## src/design/factory_info_pkg.sv

```systemverilog
// Package with the map, protection codes and request carriers of the factory information region.
package factory_info_pkg;

  // ==========================================================================
  // Widths and address map
  // ==========================================================================
  localparam int WORD_W = 32;
  localparam int ADDR_W = 9;
  localparam int STORE_DEPTH = 12;
  localparam int STORE_IDX_W = 4;
  localparam logic [ADDR_W-1:0] UNIQUE_ID_BASE = 9'h0D0;
  localparam logic [ADDR_W-1:0] UNIQUE_ID_END = 9'h0E0;
  localparam logic [ADDR_W-1:0] REGION_GUARD_BASE = 9'h100;
  localparam logic [ADDR_W-1:0] LINK_CIPHER_BASE = 9'h110;
  localparam logic [ADDR_W-1:0] HW_ADDR_BASE = 9'h120;
  localparam logic [ADDR_W-1:0] HW_ADDR_STRIDE = 9'h008;
  localparam logic [ADDR_W-1:0] STORE_END = 9'h130;
  localparam logic [ADDR_W-1:0] WORD_STRIDE = 9'h004;

  // Word indices inside the one-time-programmable store.
  localparam logic [STORE_IDX_W-1:0] GUARD_IDX0 = 4'h0;
  localparam logic [STORE_IDX_W-1:0] CIPHER_IDX0 = 4'h4;
  localparam logic [STORE_IDX_W-1:0] HW_ADDR_IDX0 = 4'h8;

  // ==========================================================================
  // Values of stored words and the reset synchronizer fill
  // ==========================================================================
  localparam logic [WORD_W-1:0] ERASED_WORD = 32'hFFFFFFFF;
  localparam logic [WORD_W-1:0] GUARD_OPEN = 32'h50FA50FA;
  localparam logic [WORD_W-1:0] GUARD_LOCKED = 32'h00000000;
  localparam logic [1:0] RESET_SYNC_ONES = 2'h3;

  // Address byte lanes of the upper hardware address word.
  localparam int LANE_SIXTH = 0;
  localparam int LANE_FIFTH = 8;
  localparam int LANE_FOURTH = 16;
  localparam int LANE_THIRD = 24;

  // ==========================================================================
  // Types
  // ==========================================================================
  typedef enum logic [1:0] {
    GUARD_UNPROGRAMMED,
    GUARD_STATE_OPEN,
    GUARD_STATE_LOCKED
  } guard_state_t;

  typedef enum logic [1:0] {
    OP_IDLE,
    OP_READ,
    OP_WRITE
  } op_mode_t;

  typedef struct packed {
    logic [ADDR_W-1:0] addr;
    logic [WORD_W-1:0] data;
    op_mode_t mode;
  } op_req_t;

  typedef struct packed {
    logic done;
    logic denied;
    logic [WORD_W-1:0] data;
  } op_rsp_t;

endpackage

```

## src/design/factory_info_region.sv

```systemverilog
// Indirectly accessed factory and customer information region with protection control.
// Summary of operation
// - Unique identifier reads as four words from 0x0D0, one every four bytes.
// - Four protection words from 0x100 restrict access to the customer words.
// - Protection changes only when all four protection words hold one identical value.
// - The 128-bit link key is stored as four words from 0x110.
// - Key word zero holds bits 31:0, word three holds bits 127:96.
// - Each of two virtual interfaces has an address pair at 0x120 plus n times eight.
// - Upper address word holds sixth byte lowest, then fifth, fourth, third on top.
// - Unprogrammed protection blocks all reads and writes of customer words.
// - Open value grants full read and write of key and address words.
// - Zero value blocks key readout; address words readable but not writable.
module factory_info_region
  import factory_info_pkg::*;
#(
  parameter logic [4*WORD_W-1:0] FACTORY_UNIQUE_ID = 128'h0123456789ABCDEF0011223344556677 // Arbitrary value.
) (
  input wire logic i_core_clk,
  input wire logic i_resetn,
  input wire logic i_op_go,
  input wire op_req_t i_op,
  output op_rsp_t o_rsp,
  output guard_state_t o_guard_state,
  output logic [4*WORD_W-1:0] o_link_key
);

  // ==========================================================================
  // Reset release
  // ==========================================================================
  logic [1:0] rst_sync_q;
  logic rst_n;

  // The reset is asserted at once but released through two flops to avoid a ragged release.
  always_ff @(posedge i_core_clk or negedge i_resetn) begin
    if (!i_resetn) begin
      rst_sync_q <= 2'h0;
    end else begin
      rst_sync_q <= {rst_sync_q[0], 1'b1};
    end
  end
  // Only the second flop feeds the logic, so a first stage caught mid-transition never reaches it.
  assign rst_n = rst_sync_q[1];

  // ==========================================================================
  // Request decoding
  // ==========================================================================
  logic word_aligned;
  logic in_unique_id;
  logic in_store;
  logic [ADDR_W-1:0] store_offset;
  logic [STORE_IDX_W-1:0] store_idx;
  logic in_guard;
  logic in_cipher;
  logic in_hw_addr;
  logic [1:0] unique_id_idx;

  // Word offsets: identifier at base plus n times four, store words likewise from 0x100.
  assign word_aligned = (i_op.addr[1:0] == 2'h0);
  assign in_unique_id = (i_op.addr >= UNIQUE_ID_BASE) && (i_op.addr < UNIQUE_ID_END);
  assign in_store = (i_op.addr >= REGION_GUARD_BASE) && (i_op.addr < STORE_END);
  assign store_offset = i_op.addr - REGION_GUARD_BASE;
  assign store_idx = store_offset[STORE_IDX_W+1:2];
  assign unique_id_idx = i_op.addr[3:2];
  assign in_guard = in_store && (i_op.addr < LINK_CIPHER_BASE);
  assign in_cipher = in_store && (i_op.addr >= LINK_CIPHER_BASE) && (i_op.addr < HW_ADDR_BASE);
  assign in_hw_addr = in_store && (i_op.addr >= HW_ADDR_BASE);

  // ==========================================================================
  // Protection state
  // ==========================================================================
  logic [STORE_DEPTH*WORD_W-1:0] store_words;
  logic guard_agree;
  guard_state_t guard_decoded;
  guard_state_t guard_state_q;
  guard_state_t guard_state_d;

  region_guard_decode u_guard_decode (
    .i_guard_words(store_words[0 +: 4*WORD_W]),
    .o_agree(guard_agree),
    .o_state(guard_decoded)
  );

  // A half-programmed set of guard words must never open or relax access.
  assign guard_state_d = guard_agree ? guard_decoded : guard_state_q;

  // The state starts blank and follows the stored words one cycle later.
  always_ff @(posedge i_core_clk or negedge rst_n) begin
    if (!rst_n) begin
      guard_state_q <= GUARD_UNPROGRAMMED;
    end else begin
      guard_state_q <= guard_state_d;
    end
  end

  // ==========================================================================
  // Access permission
  // ==========================================================================
  logic is_open;
  logic is_locked;
  logic read_allowed;
  logic write_allowed;

  assign is_open = (guard_state_q == GUARD_STATE_OPEN);
  assign is_locked = (guard_state_q == GUARD_STATE_LOCKED);

  // Customer words are shut while blank; the key hides once locked, addresses stay readable.
  assign read_allowed = word_aligned && (in_unique_id || in_guard ||
                        (in_cipher && is_open) ||
                        (in_hw_addr && (is_open || is_locked)));

  // Guard words stay writable so a blank part can be opened; the identifier never is.
  assign write_allowed = word_aligned && (in_guard ||
                         ((in_cipher || in_hw_addr) && is_open));

  // ==========================================================================
  // Operation execution
  // ==========================================================================
  logic do_read;
  logic do_write;
  logic op_valid;
  logic store_wr_en;
  logic [WORD_W-1:0] read_word;
  op_rsp_t rsp_d;
  op_rsp_t rsp_q;

  // An idle or illegal mode code with the go strobe is answered as a refused operation.
  always_comb begin
    do_read = 1'b0;
    do_write = 1'b0;
    op_valid = 1'b0;
    unique case (i_op.mode)
      OP_READ: begin
        do_read = i_op_go;
        op_valid = 1'b1;
      end
      OP_WRITE: begin
        do_write = i_op_go;
        op_valid = 1'b1;
      end
      OP_IDLE: begin
        op_valid = 1'b0;
      end
      default: begin
        op_valid = 1'b0;
      end
    endcase
  end

  assign store_wr_en = do_write && write_allowed;

  otp_word_store #(
    .WIDTH(WORD_W),
    .DEPTH(STORE_DEPTH),
    .IDX_W(STORE_IDX_W)
  ) u_store (
    .i_clk(i_core_clk),
    .i_rst_n(rst_n),
    .i_wr_en(store_wr_en),
    .i_wr_idx(store_idx),
    .i_wr_data(i_op.data),
    .o_words(store_words)
  );

  // Identifier words come from the factory value; a refused read returns all ones.
  assign read_word = !read_allowed ? ERASED_WORD :
                     in_unique_id ? FACTORY_UNIQUE_ID[unique_id_idx*WORD_W +: WORD_W] :
                     store_words[store_idx*WORD_W +: WORD_W];

  // Answer one cycle after the go strobe; writes echo nothing back.
  always_comb begin
    rsp_d.done = i_op_go;
    rsp_d.denied = i_op_go && (!op_valid || (do_read && !read_allowed) || (do_write && !write_allowed));
    rsp_d.data = do_read ? read_word : ERASED_WORD;
  end

  always_ff @(posedge i_core_clk or negedge rst_n) begin
    if (!rst_n) begin
      rsp_q <= '{done: 1'b0, denied: 1'b0, data: ERASED_WORD};
    end else begin
      rsp_q <= rsp_d;
    end
  end

  // ==========================================================================
  // Key delivery to the link cipher
  // ==========================================================================
  logic [4*WORD_W-1:0] link_key_q;

  // The cipher always sees the key, even when software readout is locked.
  always_ff @(posedge i_core_clk or negedge rst_n) begin
    if (!rst_n) begin
      link_key_q <= {4{ERASED_WORD}};
    end else begin
      link_key_q <= store_words[CIPHER_IDX0*WORD_W +: 4*WORD_W];
    end
  end

  assign o_rsp = rsp_q;
  assign o_guard_state = guard_state_q;
  assign o_link_key = link_key_q;

endmodule

```

## src/design/otp_word_store.sv

```systemverilog
// One-time-programmable word store whose bits may only be cleared.
module otp_word_store
  import factory_info_pkg::*;
#(
  parameter int WIDTH = 32,
  parameter int DEPTH = 12,
  parameter int IDX_W = 4
) (
  input wire logic i_clk,
  input wire logic i_rst_n,
  input wire logic i_wr_en,
  input wire logic [IDX_W-1:0] i_wr_idx,
  input wire logic [WIDTH-1:0] i_wr_data,
  output logic [DEPTH*WIDTH-1:0] o_words
);

  // ==========================================================================
  // Storage cells
  // ==========================================================================
  // A write can only pull ones to zero, as a fused cell would; a reset models a blank part.
  for (genvar g = 0; g < DEPTH; g++) begin : g_word
    logic [WIDTH-1:0] cell_q;
    always_ff @(posedge i_clk or negedge i_rst_n) begin
      if (!i_rst_n) begin
        cell_q <= WIDTH'(ERASED_WORD);
      end else if (i_wr_en && (i_wr_idx == IDX_W'(g))) begin
        cell_q <= cell_q & i_wr_data;
      end
    end
    assign o_words[g*WIDTH +: WIDTH] = cell_q;
  end

endmodule

```

## src/design/region_guard_decode.sv

```systemverilog
// Comparison and decoding of the four region protection words.
module region_guard_decode
  import factory_info_pkg::*;
(
  input wire logic [4*WORD_W-1:0] i_guard_words,
  output logic o_agree,
  output guard_state_t o_state
);

  // ==========================================================================
  // Agreement and decoding
  // ==========================================================================
  // A value is only meaningful once every one of the four words holds it.
  logic [WORD_W-1:0] word0;
  assign word0 = i_guard_words[0 +: WORD_W];
  assign o_agree = (i_guard_words[WORD_W +: WORD_W] == word0) &&
                   (i_guard_words[2*WORD_W +: WORD_W] == word0) &&
                   (i_guard_words[3*WORD_W +: WORD_W] == word0);

  // Any agreed value other than the two codes grants nothing, like a blank part.
  assign o_state = (word0 == GUARD_OPEN) ? GUARD_STATE_OPEN :
                   (word0 == GUARD_LOCKED) ? GUARD_STATE_LOCKED : GUARD_UNPROGRAMMED;

endmodule

```

## config.mk

```make
export PLATFORM = sky130hd
export DESIGN_NAME = factory_info_region
export DESIGN_NICKNAME = d
export VERILOG_FILES = /design/src/design/factory_info_pkg.sv /design/src/design/factory_info_region.sv /design/src/design/otp_word_store.sv /design/src/design/region_guard_decode.sv
export SDC_FILE = /design/constraint.sdc
export NUM_CORES = 1
export LEC_CHECK = 0
export ABC_AREA = 0
export BUFFER_PORTS_ARGS = -buffer_cell sky130_fd_sc_hd__buf_2
export CORE_ASPECT_RATIO = 0.8
export CORE_MARGIN = 3
export CORE_UTILIZATION = 45
export CTS_BUF_LIST = sky130_fd_sc_hd__clkbuf_4 sky130_fd_sc_hd__clkbuf_8
export DETAILED_ROUTE_END_ITERATION = 8
export GPL_TIMING_DRIVEN = 0
export MAX_ROUTING_LAYER = met4
export SYNTH_ARGS = -nofsm -noshare
export SYNTH_HDL_FRONTEND = slang
export SYNTH_SLANG_ARGS = --single-unit
```

## constraint.sdc

```tcl
create_clock -name i_core_clk -period 26.4 [get_ports i_core_clk]
set_input_delay 2.64 -clock i_core_clk [delete_from_list [all_inputs] [get_ports i_core_clk]]
set_output_delay 2.64 -clock i_core_clk [all_outputs]
set_load 0.01 [all_outputs]
```

==> out/qor.txt <==
post-synthesis compound-gate area fraction: 15.3%
depth of the CTS H-tree: 3
Fin. Hold Viols: 0
uppermost layer routed: met4
design area: 26200 um^2
worst-path cell chain: buf_2, buf_2, buf_2, buf_2, nand3_1, clkbuf_1, o21a_1
Synth Instances: 1478
post-synth cell types: 45
Ys Warns: 0
metal2 WL: 29300 um
leakage: 10.6 nW
Max FO, Critical Path: 10
DP Worst Slack: 20.88 ns
Synth Cell Area: 22200 um^2
Synth Area per Inst: 15.0 um^2
RSZ-0062 raised after global routing: no
Antenna Nets Post-Route: 0
GRT overflow: 0
fmax: 204 MHz
CP max stage cell: clkbuf_1
setup_tns: 0 ns
gr usage total: 27.0%
share of post-route cells with drive strength above 1: 58.0%
vias in the first global route: 14622
Startpoint Class: primary input
Clk pin slew, worst setup/hold paths: 0.06 ns
routed wire length: 66600 um
hold crit path type: flip-flop to flip-flop
power per cell area: 65.2 nW/um^2
core area: 48600 um^2
Rows: 72
Worst Tran Pin Value: 1.32 ns
routed vias/inst: 5.76
num ports: 210
mux cell area share after synthesis: 11.3%
Fill cells: 4037
area of the multi-input gates: 7200 um^2
Final Total Pwr: 1.71 mW
Post-Synth Adder-Cell Area: 0.220%
largest family of logic cells by synthesized area: compound AO/OA/AOI/OAI gates
Top Family by Delay on Critical Path: buffers and inverters
Die H: 205 um
Critical Path End Type: flip-flop
clk_lat worst skew: 0.71 ns
fin cells: 2486
post-synthesis simple-gate area fraction: 3.28%
Final setup viols: 0
WL met3: 4930 um
CTS tree: done
CTS buffer count: 88
min cycle time layout: 4.90 ns
dpl cells: 2322
die width: 254 um
vias after detailed routing: 14309
DP HPWL: 46500 um
worst endpoint required time: 27.01 ns
Worst Setup Slack, final: 21.50 ns
Hold-fix buffers, CTS: 0
routed len/inst: 26.8 um
initial drt markers: 1127
most used cell along the critical path: buf_2
Core Util, Final: 54.0%
final net count: 1832
Period Utilization, post-route: 18.6%
Yosys top cell by area: dfstp_2
skew final: 0.0472 ns
Initial Util: 45.7%
clk root buf: clkbuf_8
critical path type: primary input to flip-flop
placed cell areas: 24300 um^2
ranking of synthesized cells by area: dfstp_2 64%, o21a_1 13%, mux4_2 9.6%
gpl congestion: 0.937
DIE AREA: 52100 um^2
setup bufs post-CTS: 0
first-pass GRT wire length: 98400 um
Crit path arrival time: 5.51 ns
status: finished clean
Register Area: 14400 um^2
DRC: 0
sequential-to-total area share from yosys stat: 65.0%
initial antenna violation count: 2
hold_ws: 0.348 ns
post-CTS sizing: 0
pin count of the biggest net entering global routing: 78
DRT Pass-1 Iters: 5
post-synthesis xor/xnor area fraction: 2.33%
Max clock buf depth: 3
top-area cell type share of the netlist area: 64.4%
Area growth syn-to-layout: 18.0%
worst path bufs/invs: 5
Largest stage delay, worst path: 0.58 ns
Syn Nets: 1527
most frequent cells in the layout: 544 x dfstp_2, 385 x o21a_1, 259 x buf_2
port bufs: 207
Max-slew headroom: 11.9%
clock sinks: 550
Final Slew Violations: 0
Synth Register Bits: 550
M1 WL: 30600 um
commonest non-fill, non-tap cell in the layout: dfstp_2
Max-Cap Viols: 0
Max VDD drop: 0.0361 mV
## sequential cells by signal (all words and copies together), names as in the netlist
signal,count
u_store.g_word.cell_q,384
o_link_key,128
o_rsp,34
o_guard_state,2
rst_sync_q,2
## metal layers
metal  global-route usage [%]  vias to the layer above
met5                        -                        -
met4                     8.66                        0
met3                     5.52                       99
met2                     37.8                      509
met1                     39.5                     7676
li1                         -                     6025
## kinds of logic (layout without fill, tap and decap cells)
group,count (synthesis),after routing
AO/OA/AOI/OAI,463,463
XOR/XNOR,59,59
adder cells (fa/ha/maj),4,4
buffers and inverters,129,506
flip-flops,550,550
multiplexers,130,130
other,1,3
AND/OR/NAND/NOR,142,142
## final timing paths
check / depth (start not counted) / end / start / slack [ns]
worst min register to register: 0 / o_link_key[32] / u_store.g_word[5].cell_q[0] / 0.35
worst max register to register: 8 / u_store.g_word[7].cell_q[15] / o_guard_state[1] / 23.47
worst max-delay path: 7 / u_store.g_word[7].cell_q[15] / i_op[37] / 21.50
worst min-delay path: 0 / o_link_key[32] / u_store.g_word[5].cell_q[0] / 0.35
min in group asynchronous: 0 / o_link_key[103] / rst_sync_q[1] / 0.47
max in group asynchronous: 4 / o_link_key[11] / rst_sync_q[1] / 24.43
## power breakdown
group / switching (mW) / internal (mW)
Sequential: 0.000835 / 0.848
Combinational: 0.0501 / 0.0159
Clock: 0.350 / 0.445
Total: 0.401 / 1.31
## Yosys cell counts (all sizes together)
master and number:
nor3 9, o21ai 26, nor2b 4, a21oi 12, dfstp 544, or3 5
xor2 35, a21boi 1, mux4 96, a2111oi 4, inv 5, xnor2 24
maj3 1, nand2b 1, o21bai 1, and2b 1, a211oi 12, mux2 2
nor2 35, and4 1, nand3 8, o211ai 12, buf 65, dfrtp 6
or3b 1, nand4 16, a211o 1, or4 2, conb 1, and3 8
o2111ai 2, nand2 29, clkbuf 59, mux2i 32, a221oi 3, and2 3
o22ai 4, nor4 19, o21a 385, ha 3
## cell type report
| class | instances | area share (%) |
|---|---|---|
| plain buffers | 124 | 2.07 |
| clock buffers | 131 | 6.31 |
| clock inverters | 31 | 1.16 |
| well taps | 629 | 3.00 |
| inverters | 5 | 0.0716 |
| repair buffers | 215 | 4.79 |
| flip-flops and latches | 550 | 55.1 |
| diodes | 2 | 0.0191 |
| multi-input cells | 799 | 27.5 |
## worst reg2reg max path, stage by stage (launching register included)
cell	delay, ns
dfrtp_1	0.44
inv_1	0.08
ha_1	0.14
inv_1	0.06
maj3_2	0.33
nor4_2	0.43
nand3_1	0.42
clkbuf_1	0.58
o21a_1	0.36
Note: power is estimated with default switching activity, not from simulation.
